--- src/rtl/blk_cfg_pkg.sv ---
/*
 * constants of the block-device configuration space: byte offsets,
 * feature bit positions, status and mode bits, cache codes, request codes.
 * assumes a 32-bit classic wishbone bus with byte addresses.
 */
`default_nettype none

package blk_cfg_pkg;

  // ***********************************
  // bus geometry
  // ***********************************
  localparam int ADDR_W = 8;
  localparam int DATA_W = 32;

  // ***********************************
  // register byte offsets
  // ***********************************
  localparam logic [7:0] OFF_CAP_LO = 8'h00;
  localparam logic [7:0] OFF_CAP_HI = 8'h04;
  localparam logic [7:0] OFF_SEG_BYTES = 8'h08;
  localparam logic [7:0] OFF_SEG_COUNT = 8'h0C;
  localparam logic [7:0] OFF_GEOMETRY = 8'h10;
  localparam logic [7:0] OFF_BLOCK_BYTES = 8'h14;
  localparam logic [7:0] OFF_TOPO_LO = 8'h18;
  localparam logic [7:0] OFF_TOPO_OPT = 8'h1C;
  localparam logic [7:0] OFF_CACHE = 8'h20;
  localparam logic [7:0] OFF_DISC_SECT = 8'h24;
  localparam logic [7:0] OFF_DISC_SEG = 8'h28;
  localparam logic [7:0] OFF_DISC_ALIGN = 8'h2C;
  localparam logic [7:0] OFF_ZERO_SECT = 8'h30;
  localparam logic [7:0] OFF_ZERO_SEG = 8'h34;
  localparam logic [7:0] OFF_ZERO_UNMAP = 8'h38;
  localparam logic [7:0] OFF_DEV_FEAT = 8'h40;
  localparam logic [7:0] OFF_DRV_FEAT = 8'h44;
  localparam logic [7:0] OFF_STATUS = 8'h48;
  localparam logic [7:0] OFF_MODE = 8'h4C;

  // ***********************************
  // feature bit positions
  // ***********************************
  localparam int FB_BARRIER = 0;
  localparam int FB_SEG_BYTES = 1;
  localparam int FB_SEG_COUNT = 2;
  localparam int FB_GEOMETRY = 4;
  localparam int FB_READ_ONLY = 5;
  localparam int FB_BLOCK_BYTES = 6;
  localparam int FB_SCSI = 7;
  localparam int FB_FLUSH = 9;
  localparam int FB_TOPOLOGY = 10;
  localparam int FB_CACHE_TOGGLE = 11;
  localparam int FB_DISCARD = 13;
  localparam int FB_ZERO_FILL = 14;

  // ***********************************
  // status, mode and reset values
  // ***********************************
  localparam int ST_ACKNOWLEDGE = 0;
  localparam int ST_DRIVER = 1;
  localparam int ST_DRIVER_READY = 2;
  localparam int ST_FEATURES_ACCEPTED = 3;
  localparam int MODE_LEGACY = 0;
  localparam int MODE_GUEST_BE = 1;
  localparam logic [31:0] DRV_FEAT_RESET = 32'h0000_0000;
  localparam logic [7:0] STATUS_RESET = 8'h00;
  localparam logic [1:0] MODE_RESET = 2'h0;
  localparam logic CACHE_WRITETHROUGH = 1'b0;
  localparam logic CACHE_WRITEBACK = 1'b1;
  localparam logic [7:0] REQ_STATUS_OK = 8'h00;
  localparam logic [7:0] IO_ERROR_STATUS = 8'h01;
  localparam int SECTOR_BYTES = 512;

  typedef enum logic {
    BUS_IDLE = 1'b0,
    BUS_ANSWER = 1'b1
  } bus_state_type;

endpackage

`default_nettype wire

--- src/rtl/blk_cfg_space.sv ---
/*
 * configuration space and feature negotiation of a paravirtual block
 * device, as a classic wishbone slave, plus the write-request gate.
 * assumes one 25 MHz clock, synchronous active-high reset, and a bus
 * master that holds each request until ack.
 */
// Overview of operation
// - offer segment-size bit 1, segment-count bit 2
// - geometry bit 4, read-only bit 5, block-size 6
// - flush bit 9, topology bit 10
// - cache-toggle bit 11 lets driver switch cache
// - discard bit 13 with its two limits
// - zero-fill bit 14 with its two limits
// - legacy only: barrier bit 0, scsi bit 7
// - 64-bit capacity in 512-byte sectors always present
// - discard and zero-fill limits in 512-byte units
// - topology fields hold exponent, offset, io sizes
// - transfer unit stays 512 bytes regardless
// - cache byte 0 writethrough, 1 writeback
// - read-only device fails every write request
// - flush always offered, so with cache-toggle
// - modern toggle without flush forces cache byte 0
// - both padding areas read zero
// - legacy presents multibyte fields in guest order
// - legacy cache byte accessible before driver bits
// - legacy status write keeps cache, one exception
// - legacy driver feature writes never touch cache
// - read-only write ends io error, storage untouched
`timescale 1ns/1ps
`default_nettype none

module blk_cfg_space #(
  parameter logic [63:0] CAPACITY = 64'h0000_0000_0010_0000,
  parameter logic [31:0] SEG_BYTES = 32'h0001_0000,
  parameter logic [31:0] SEG_COUNT = 32'h0000_0080,
  parameter logic [15:0] CYLINDERS = 16'h0400,
  parameter logic [7:0] HEADS = 8'h10,
  parameter logic [7:0] SECTORS_PER_TRACK = 8'h3F,
  parameter logic [31:0] BLOCK_BYTES = 32'h0000_0200,
  parameter logic [7:0] PHYS_LOG2 = 8'h03,
  parameter logic [7:0] ALIGN_BLOCK = 8'h00,
  parameter logic [15:0] MIN_BLOCKS = 16'h0001,
  parameter logic [31:0] OPT_BLOCKS = 32'h0000_0080,
  parameter logic [31:0] DISC_SECTORS = 32'h0000_FFFF,
  parameter logic [31:0] DISC_SEGMENTS = 32'h0000_0001,
  parameter logic [31:0] DISC_ALIGN = 32'h0000_0008,
  parameter logic [31:0] ZERO_SECTORS = 32'h0000_FFFF,
  parameter logic [31:0] ZERO_SEGMENTS = 32'h0000_0001,
  parameter logic [7:0] ZERO_UNMAP = 8'h01,
  parameter logic OFFER_SEG_BYTES = 1'b1,
  parameter logic OFFER_SEG_COUNT = 1'b1,
  parameter logic OFFER_GEOMETRY = 1'b1,
  parameter logic OFFER_READ_ONLY = 1'b0,
  parameter logic OFFER_BLOCK_BYTES = 1'b1,
  parameter logic OFFER_TOPOLOGY = 1'b1,
  parameter logic OFFER_CACHE_TOGGLE = 1'b1,
  parameter logic OFFER_DISCARD = 1'b1,
  parameter logic OFFER_ZERO_FILL = 1'b1,
  parameter logic OFFER_BARRIER = 1'b1,
  parameter logic OFFER_SCSI = 1'b0,
  parameter logic CACHE_MODE_RESET = 1'b1
) (
  input wire logic clk_i, // 25 MHz clock
  input wire logic rst_i, // synchronous reset, high
  input wire logic [7:0] wb_adr_i, // byte address
  input wire logic [31:0] wb_dat_i, // write data
  output logic [31:0] wb_dat_o, // read data
  input wire logic [3:0] wb_sel_i, // byte lanes
  input wire logic wb_we_i, // write strobe
  input wire logic wb_cyc_i, // bus cycle
  input wire logic wb_stb_i, // strobe
  output logic wb_ack_o, // answer, one cycle
  input wire logic req_valid_i, // request arrives, pulse
  input wire logic req_write_i, // request is a write
  output logic req_done_o, // request judged, pulse
  output logic [7:0] req_status_o, // request status code
  output logic store_en_o, // storage may be written, pulse
  output logic cache_writeback_o, // current cache mode
  output logic features_accepted_o // driver closed negotiation
);

  // ***********************************
  // byte order helpers
  // ***********************************

  // reverse the four bytes of a word
  function automatic logic [31:0] swap32(input logic [31:0] w);
    swap32 = {w[7:0], w[15:8], w[23:16], w[31:24]};
  endfunction

  // reverse the two bytes of a half word
  function automatic logic [15:0] swap16(input logic [15:0] h);
    swap16 = {h[7:0], h[15:8]};
  endfunction

  // ***********************************
  // registers
  // ***********************************
  blk_cfg_pkg::bus_state_type state_q, state_d;
  logic [31:0] rdata_q, rdata_d;
  logic [31:0] drv_feat_q;
  logic [7:0] status_q, status_d;
  logic [1:0] mode_q, mode_d;
  logic cache_q, cache_d;
  logic req_done_q;
  logic [7:0] req_status_q, req_status_d;
  logic store_en_q;

  // ***********************************
  // decode
  // ***********************************
  logic [7:0] word_adr;
  logic bus_req;
  logic wr_fire;
  logic legacy;
  logic guest_be;
  logic feat_ok;
  logic [31:0] dev_feat;
  logic read_only;
  logic drv_feat_wr;
  logic status_wr;
  logic mode_wr;
  logic cache_wr;
  logic cache_wr_ok;
  logic toggle_no_flush;
  logic feat_ok_rise;
  logic legacy_ready_rise;
  logic [31:0] rd_word;

  // low address bits are lanes, so offsets compare on the word
  assign word_adr = {wb_adr_i[7:2], 2'b00};
  assign bus_req = wb_cyc_i & wb_stb_i;
  // a write lands at the edge where the master sees ack
  assign wr_fire = bus_req & wb_we_i & (state_q == blk_cfg_pkg::BUS_ANSWER);
  assign legacy = mode_q[blk_cfg_pkg::MODE_LEGACY];
  assign guest_be = legacy & mode_q[blk_cfg_pkg::MODE_GUEST_BE];
  assign feat_ok = status_q[blk_cfg_pkg::ST_FEATURES_ACCEPTED];
  assign read_only = dev_feat[blk_cfg_pkg::FB_READ_ONLY];

  // offered features; flush is offered unconditionally so that it is
  // always present wherever cache-toggle is
  assign dev_feat = (32'(OFFER_SEG_BYTES) << blk_cfg_pkg::FB_SEG_BYTES)
    | (32'(OFFER_SEG_COUNT) << blk_cfg_pkg::FB_SEG_COUNT)
    | (32'(OFFER_GEOMETRY) << blk_cfg_pkg::FB_GEOMETRY)
    | (32'(OFFER_READ_ONLY) << blk_cfg_pkg::FB_READ_ONLY)
    | (32'(OFFER_BLOCK_BYTES) << blk_cfg_pkg::FB_BLOCK_BYTES)
    | (32'h0000_0001 << blk_cfg_pkg::FB_FLUSH)
    | (32'(OFFER_TOPOLOGY) << blk_cfg_pkg::FB_TOPOLOGY)
    | (32'(OFFER_CACHE_TOGGLE) << blk_cfg_pkg::FB_CACHE_TOGGLE)
    | (32'(OFFER_DISCARD) << blk_cfg_pkg::FB_DISCARD)
    | (32'(OFFER_ZERO_FILL) << blk_cfg_pkg::FB_ZERO_FILL)
    | (32'(OFFER_BARRIER & legacy) << blk_cfg_pkg::FB_BARRIER)
    | (32'(OFFER_SCSI & legacy) << blk_cfg_pkg::FB_SCSI);

  // write decode per register
  assign drv_feat_wr = wr_fire & (word_adr == blk_cfg_pkg::OFF_DRV_FEAT);
  assign status_wr = wr_fire & (word_adr == blk_cfg_pkg::OFF_STATUS) & wb_sel_i[0];
  assign mode_wr = wr_fire & (word_adr == blk_cfg_pkg::OFF_MODE) & wb_sel_i[0];
  assign cache_wr = wr_fire & (word_adr == blk_cfg_pkg::OFF_CACHE) & wb_sel_i[0];

  // ***********************************
  // cache mode
  // ***********************************

  // legacy drivers may touch the byte at any time; modern ones once
  // cache-toggle has been accepted and negotiation is closed
  assign cache_wr_ok = legacy
    | (feat_ok & drv_feat_q[blk_cfg_pkg::FB_CACHE_TOGGLE]);
  assign toggle_no_flush = drv_feat_q[blk_cfg_pkg::FB_CACHE_TOGGLE] & ~drv_feat_q[blk_cfg_pkg::FB_FLUSH];
  assign feat_ok_rise = status_wr & ~legacy & wb_dat_i[blk_cfg_pkg::ST_FEATURES_ACCEPTED] & ~feat_ok;
  // the only status write that may move the cache in legacy mode
  assign legacy_ready_rise = status_wr & legacy
    & wb_dat_i[blk_cfg_pkg::ST_DRIVER_READY] & ~status_q[blk_cfg_pkg::ST_DRIVER_READY]
    & ~drv_feat_q[blk_cfg_pkg::FB_CACHE_TOGGLE];

  // driver feature writes never appear here, so they cannot move it
  assign cache_d = (cache_wr & cache_wr_ok) ? wb_dat_i[0]
    : (feat_ok_rise & toggle_no_flush) ? blk_cfg_pkg::CACHE_WRITETHROUGH
    : legacy_ready_rise ? drv_feat_q[blk_cfg_pkg::FB_FLUSH]
    : cache_q;

  // cache register; either mode may be the reset mode
  always_ff @(posedge clk_i) begin
    if (rst_i) begin
      cache_q <= CACHE_MODE_RESET;
    end else begin
      cache_q <= cache_d;
    end
  end

  // ***********************************
  // driver features, status, mode
  // ***********************************

  // accepted features are masked to what is offered, one lane each
  generate
    for (genvar i = 0; i < 4; i++) begin : g_feat_lane
      always_ff @(posedge clk_i) begin
        if (rst_i) begin
          drv_feat_q[8*i +: 8] <= blk_cfg_pkg::DRV_FEAT_RESET[8*i +: 8];
        end else if (drv_feat_wr & wb_sel_i[i] & ~feat_ok) begin
          drv_feat_q[8*i +: 8] <= wb_dat_i[8*i +: 8] & dev_feat[8*i +: 8];
        end
      end
    end
  endgenerate

  assign status_d = status_wr ? wb_dat_i[7:0] : status_q;
  assign mode_d = mode_wr ? wb_dat_i[1:0] : mode_q;

  // status and interface mode
  always_ff @(posedge clk_i) begin
    if (rst_i) begin
      status_q <= blk_cfg_pkg::STATUS_RESET;
      mode_q <= blk_cfg_pkg::MODE_RESET;
    end else begin
      status_q <= status_d;
      mode_q <= mode_d;
    end
  end

  // ***********************************
  // read path
  // ***********************************

  // field value at a word offset, in the order the guest expects;
  // legacy big-endian guests see each field swapped within itself
  // every live register comes in as an argument: a continuous assignment
  // only wakes on its arguments, so a hidden read would go stale
  function automatic logic [31:0] read_field(input logic [7:0] a, input logic be, input logic wb_bit,
    input logic [7:0] st, input logic [1:0] md, input logic [31:0] drv, input logic [31:0] dev);
    logic [31:0] w;
    w = 32'h0000_0000;
    case (a)
      blk_cfg_pkg::OFF_CAP_LO: w = be ? swap32(CAPACITY[63:32]) : CAPACITY[31:0];
      blk_cfg_pkg::OFF_CAP_HI: w = be ? swap32(CAPACITY[31:0]) : CAPACITY[63:32];
      blk_cfg_pkg::OFF_SEG_BYTES: w = be ? swap32(SEG_BYTES) : SEG_BYTES;
      blk_cfg_pkg::OFF_SEG_COUNT: w = be ? swap32(SEG_COUNT) : SEG_COUNT;
      blk_cfg_pkg::OFF_GEOMETRY: w = {SECTORS_PER_TRACK, HEADS, be ? swap16(CYLINDERS) : CYLINDERS};
      blk_cfg_pkg::OFF_BLOCK_BYTES: w = be ? swap32(BLOCK_BYTES) : BLOCK_BYTES;
      blk_cfg_pkg::OFF_TOPO_LO: w = {be ? swap16(MIN_BLOCKS) : MIN_BLOCKS, ALIGN_BLOCK, PHYS_LOG2};
      blk_cfg_pkg::OFF_TOPO_OPT: w = be ? swap32(OPT_BLOCKS) : OPT_BLOCKS;
      blk_cfg_pkg::OFF_CACHE: w = {31'h0000_0000, wb_bit};
      blk_cfg_pkg::OFF_DISC_SECT: w = be ? swap32(DISC_SECTORS) : DISC_SECTORS;
      blk_cfg_pkg::OFF_DISC_SEG: w = be ? swap32(DISC_SEGMENTS) : DISC_SEGMENTS;
      blk_cfg_pkg::OFF_DISC_ALIGN: w = be ? swap32(DISC_ALIGN) : DISC_ALIGN;
      blk_cfg_pkg::OFF_ZERO_SECT: w = be ? swap32(ZERO_SECTORS) : ZERO_SECTORS;
      blk_cfg_pkg::OFF_ZERO_SEG: w = be ? swap32(ZERO_SEGMENTS) : ZERO_SEGMENTS;
      blk_cfg_pkg::OFF_ZERO_UNMAP: w = {24'h00_0000, ZERO_UNMAP};
      blk_cfg_pkg::OFF_DEV_FEAT: w = be ? swap32(dev) : dev;
      blk_cfg_pkg::OFF_DRV_FEAT: w = be ? swap32(drv) : drv;
      blk_cfg_pkg::OFF_STATUS: w = {24'h00_0000, st};
      blk_cfg_pkg::OFF_MODE: w = {30'h0000_0000, md};
      default: w = 32'h0000_0000;
    endcase
    read_field = w;
  endfunction

  // unmapped offsets answer with zero rather than stalling the bus
  assign rd_word = read_field(word_adr, guest_be, cache_q, status_q, mode_q, drv_feat_q, dev_feat);

  // ***********************************
  // wishbone handshake
  // ***********************************

  // ack always one cycle after the strobe; a fixed latency keeps the
  // master simple at the cost of one wait cycle per access
  assign state_d = (state_q == blk_cfg_pkg::BUS_IDLE) ? (bus_req ? blk_cfg_pkg::BUS_ANSWER : blk_cfg_pkg::BUS_IDLE)
    : blk_cfg_pkg::BUS_IDLE;
  assign rdata_d = (bus_req & ~wb_we_i & (state_q == blk_cfg_pkg::BUS_IDLE)) ? rd_word : rdata_q;

  // bus state and captured read data
  always_ff @(posedge clk_i) begin
    if (rst_i) begin
      state_q <= blk_cfg_pkg::BUS_IDLE;
      rdata_q <= 32'h0000_0000;
    end else begin
      case (state_q)
        blk_cfg_pkg::BUS_IDLE: state_q <= state_d;
        blk_cfg_pkg::BUS_ANSWER: state_q <= state_d;
        default: state_q <= blk_cfg_pkg::BUS_IDLE;
      endcase
      rdata_q <= rdata_d;
    end
  end

  assign wb_ack_o = (state_q == blk_cfg_pkg::BUS_ANSWER) & bus_req;
  assign wb_dat_o = rdata_q;

  // ***********************************
  // write request gate
  // ***********************************

  // a read-only device refuses every write before storage sees it
  assign req_status_d = (req_write_i & read_only) ? blk_cfg_pkg::IO_ERROR_STATUS
    : blk_cfg_pkg::REQ_STATUS_OK;

  // verdict one cycle after the request
  always_ff @(posedge clk_i) begin
    if (rst_i) begin
      req_done_q <= 1'b0;
      req_status_q <= blk_cfg_pkg::REQ_STATUS_OK;
      store_en_q <= 1'b0;
    end else begin
      req_done_q <= req_valid_i;
      if (req_valid_i) begin
        req_status_q <= req_status_d;
      end
      store_en_q <= req_valid_i & req_write_i & ~read_only;
    end
  end

  assign req_done_o = req_done_q;
  assign req_status_o = req_status_q;
  assign store_en_o = store_en_q;
  assign cache_writeback_o = cache_q;
  assign features_accepted_o = feat_ok;

  logic rd_ack;
  logic [31:0] wdat_q;
  assign rd_ack = wb_ack_o & ~wb_we_i;

  // held write data for comparing after the write lands
  always_ff @(posedge clk_i) begin
    wdat_q <= wb_dat_i;
  end
endmodule // blk_cfg_space

`default_nettype wire

--- config.mk ---
export PLATFORM = sky130hd
export DESIGN_NAME = blk_cfg_space
export DESIGN_NICKNAME = d
export VERILOG_FILES = /design/src/rtl/blk_cfg_pkg.sv /design/src/rtl/blk_cfg_space.sv
export SDC_FILE = /design/constraint.sdc
export NUM_CORES = 1
export LEC_CHECK = 0
export ABC_CLOCK_PERIOD_IN_PS = 4200
export BUFFER_PORTS_ARGS = -buffer_cell sky130_fd_sc_hd__buf_2
export CAP_MARGIN = 0
export CORE_UTILIZATION = 35
export DETAILED_ROUTE_END_ITERATION = 6
export PLACE_DENSITY = 0.59
export SLEW_MARGIN = 20
export SYNTH_ARGS = -nofsm -noshare
export SYNTH_HDL_FRONTEND = slang
export SYNTH_SLANG_ARGS = --single-unit
export TNS_END_PERCENT = 1
--- constraint.sdc ---
create_clock -name clk_i -period 4.2 [get_ports clk_i]
set_clock_uncertainty 0.15 [all_clocks]
set_input_delay 0.21 -clock clk_i [delete_from_list [all_inputs] [get_ports clk_i]]
set_output_delay 0.21 -clock clk_i [all_outputs]
set_load 0.02 [all_outputs]
==> reports/results.ini <==
[status]
outcome=finished, final reports clean

[power]
swShare_pct=25.8
p_comb_share_pct=10.8
internal_power_mw=0.702
clkPwrFrac_pct=32.6
p_per_area_mw_per_mm2=290
p_leak_nw=1.23
seqPwrFrac_pct=56.7
vdd_ir_drop_max_v=0.000151
switching_power_mw=0.244

[final_layout]
diodes=0
fin_cells=490
finalNetCount=439
drive_above_1_share_pct=22.9
postLayoutCellArea_sq_mm=0.00327
syn_to_final_growth_pct=17.6

[critical_path]
r2r_slack_ns=1.66
cp_max_fo=15
critPathKind=in2reg
crit_path_start_kind=input pin
cp_data_arrival_time_ns=2.73
rr_startpoint=state_q
required_ns=4.26
rr_worst_depth=4
cp-end-kind=flop
r2r_end=wb_dat_o[20]

[detailed_routing]
firstDrtPassIters=4
routedWlPerCell_microns=15.7
drc=0
vias_per_cell=5.46
dr.first_iter.drc_count=184
ant_nets=0
wl_mm=7.71
vias=2673

[grt]
grt_max_degree=37
antenna_found_initial=0
grt_pass1_wl_mm=12.8
grt_pass1_vias=2450
globalRoute.totalOverflow=0
grt_usage_pct=19.2

[placed_design]
dp_hpwl_mm=5.50
dp_slack_ns=1.66
gp_congestion=0.824
io_buffers=64
dpl.cell_count=473
place_area_sq_mm=0.00308

[synth]
synthTopCellsByArea=dfxtp_1, a21oi_1, nand2_1
synth_ff_type=dfxtp_1
yosys_warnings=0
ys_ff_latch=56
postSynthAreaPerCell_sq_um=8.35
postSynthCellCount=333
synth_edf_count=0
ys_types=63
async_reset_ff_share_pct=0
synth_seq_area_share_pct=40.3
yosysTopAreaCellShare_pct=40.3
synth_top_cell_by_area=dfxtp_1
synth.cell_area_sq_mm=0.00278

[die]
dieWidth_microns=91.1
initial_core_util_pct=36.1
rows=32
die_h_microns=91.1
dieArea_sq_mm=0.00830
ioPinCount=96
core-area_sq_mm=0.00769

[hold_path]
whs_path_depth=3
min_to=drv_feat_q[11]
hold_path.class=in2reg
hold_path_startpoint=wb_dat_i[11]

[timing]
layout_setup_ws_ns=1.53
fmax_mhz=374
hold_slack_ns=0.000875
finalMaxSlewViolations=0
worst_pin_slew_ns=1.13
hold_viol=0
fin_crit_sh_pct=63.6
finalSetupTns_ns=0
min_period_ns=2.67
slew_headroom_pct=23.8
setup_violations=0
grt_setup_unrepaired=false

[cts]
clkLatencyLatePin_ns=0.31
cts_tree=yes
clkSlewWorstSetupHoldPaths_ns=0.10
clock_path_buffers=2
numCtsBuffers=5
cts.sink_count=56
clockRootBuffer=clkbuf_8
cts_resized=0
htreeDepth=2

[flow_run]
drv_cap=0

metal layers:
| layer | wire length [microns] | GRT usage, % | share of wire, % | vias up |
|---|---|---|---|---|
| li1 | - | - | - | 1324 |
| met1 | 3630 | 27.9 | 47 | 1250 |
| met2 | 3510 | 28.7 | 45 | 89 |
| met3 | 436 | 3.27 | 5.7 | 10 |
| met4 | 136 | 6.08 | 1.8 | 0 |
| met5 | 0 | 0 | 0 | - |
power groups by stage:
stage	logic, mW	registers (mW)	clock network (mW)
2_1_floorplan	0.0656	0.553	0
3_3_place_gp	0.0937	0.549	0
3_5_place_dp	0.0943	0.549	0
4_1_cts	0.101	0.536	0.317
5_1_grt	0.112	0.537	0.339
6_report	0.102	0.536	0.308
per-stage QoR:
stage	power [mW]	util (%)
global placement	0.642	40.0
CTS	0.955	42.5
detailed placement	0.643	40.0
floorplan	0.619	-
finish	0.947	42.5
global route	0.988	42.5
worst max-delay path: stages:
cell	delay, ns
dlygate4sd3_1	0.52
buf_2	0.13
nand4bb_1	0.55
a211oi_1	0.59
nand2_1	0.34
o41ai_1	0.37
cells in the final DEF, fill, tap and decap left out, types with 5 or more instances in the layout:
master and instances:
buf_2 64, dfxtp_1 56, a21oi_1 36, nand2_1 35, o21ai_0 22, nand3_1 20, o21ai_1 13, dlygate4sd3_1 10
nor2_1 9, a32oi_1 8, conb_1 8, nor3_1 7, and2_1 6, clkbuf_8 6, and3_1 5, nor4_1 5
how the worst max path moves through the flow:
stage	startpoint	endpoint	slack [ns]	cells after the start
after global placement	wb_we_i	wb_dat_o[20]	1.69	5
after detailed placement	state_q	wb_dat_o[20]	1.66	4
final	wb_stb_i	wb_dat_o[20]	1.53	6
after CTS	wb_stb_i	wb_dat_o[20]	1.51	6
after floorplan	wb_adr_i[4]	drv_feat_q[14]	2.31	7
after global routing	wb_stb_i	wb_dat_o[20]	1.20	6
synthesized netlist by cell type, drive strengths merged, types with 2 or more instances:
cell type	n
buf	19
nand2b	4
nor2b	3
o21ai	35
and4	2
nand2	35
a2111oi	2
a31oi	4
a21oi	36
and3	5
and2	8
or2	2
nor4	5
a21o	2
nand3b	2
nor2	11
dfxtp	56
nor3	9
inv	2
clkbuf	16
o22ai	3
a32oi	8
o211ai	3
a32o	3
a211oi	3
or4b	3
nand3	20
a22oi	4
nor4b	2
mux2i	2
nor3b	2
nand4	3
a311oi	2
cell families (layout without fill, tap and decap cells):
family | Yosys count | after routing | share of synthesized area (%)
flip-flops | 56 | 56 | 40.3
AO/OA/AOI/OAI | 113 | 113 | 25.3
AND/OR/NAND/NOR | 122 | 122 | 25.2
other | 1 | 8 | 0.135
multiplexers | 3 | 3 | 1.13
buffers and inverters | 37 | 85 | 7.61
XOR/XNOR | 1 | 1 | 0.315
sequential cells by signal, indices dropped and copies added, names as in the netlist:
name / count
wb_dat_o: 32
drv_feat_q: 10
status_q: 8
mode_q: 2
cache_writeback_o: 1
req_done_o: 1
state_q: 1
store_en_o: 1
what timing repair did:
item | 4_1_cts | 5_1_grt
buffers inserted | 0 | 0
endpoints found under the hold margin | 9 | 0
hold buffers | 10 | 0
layout make-up:
type | count | area, sq um
multi-input combinational | 247 | 1490
sequential | 56 | 1120
fill | 833 | 4420
clock inverter | 1 | 8.76
timing repair buffer | 76 | 435
tap | 102 | 128
inverter | 2 | 7.51
clock buffer | 6 | 82.6
(Power assumes the default switching activity.)
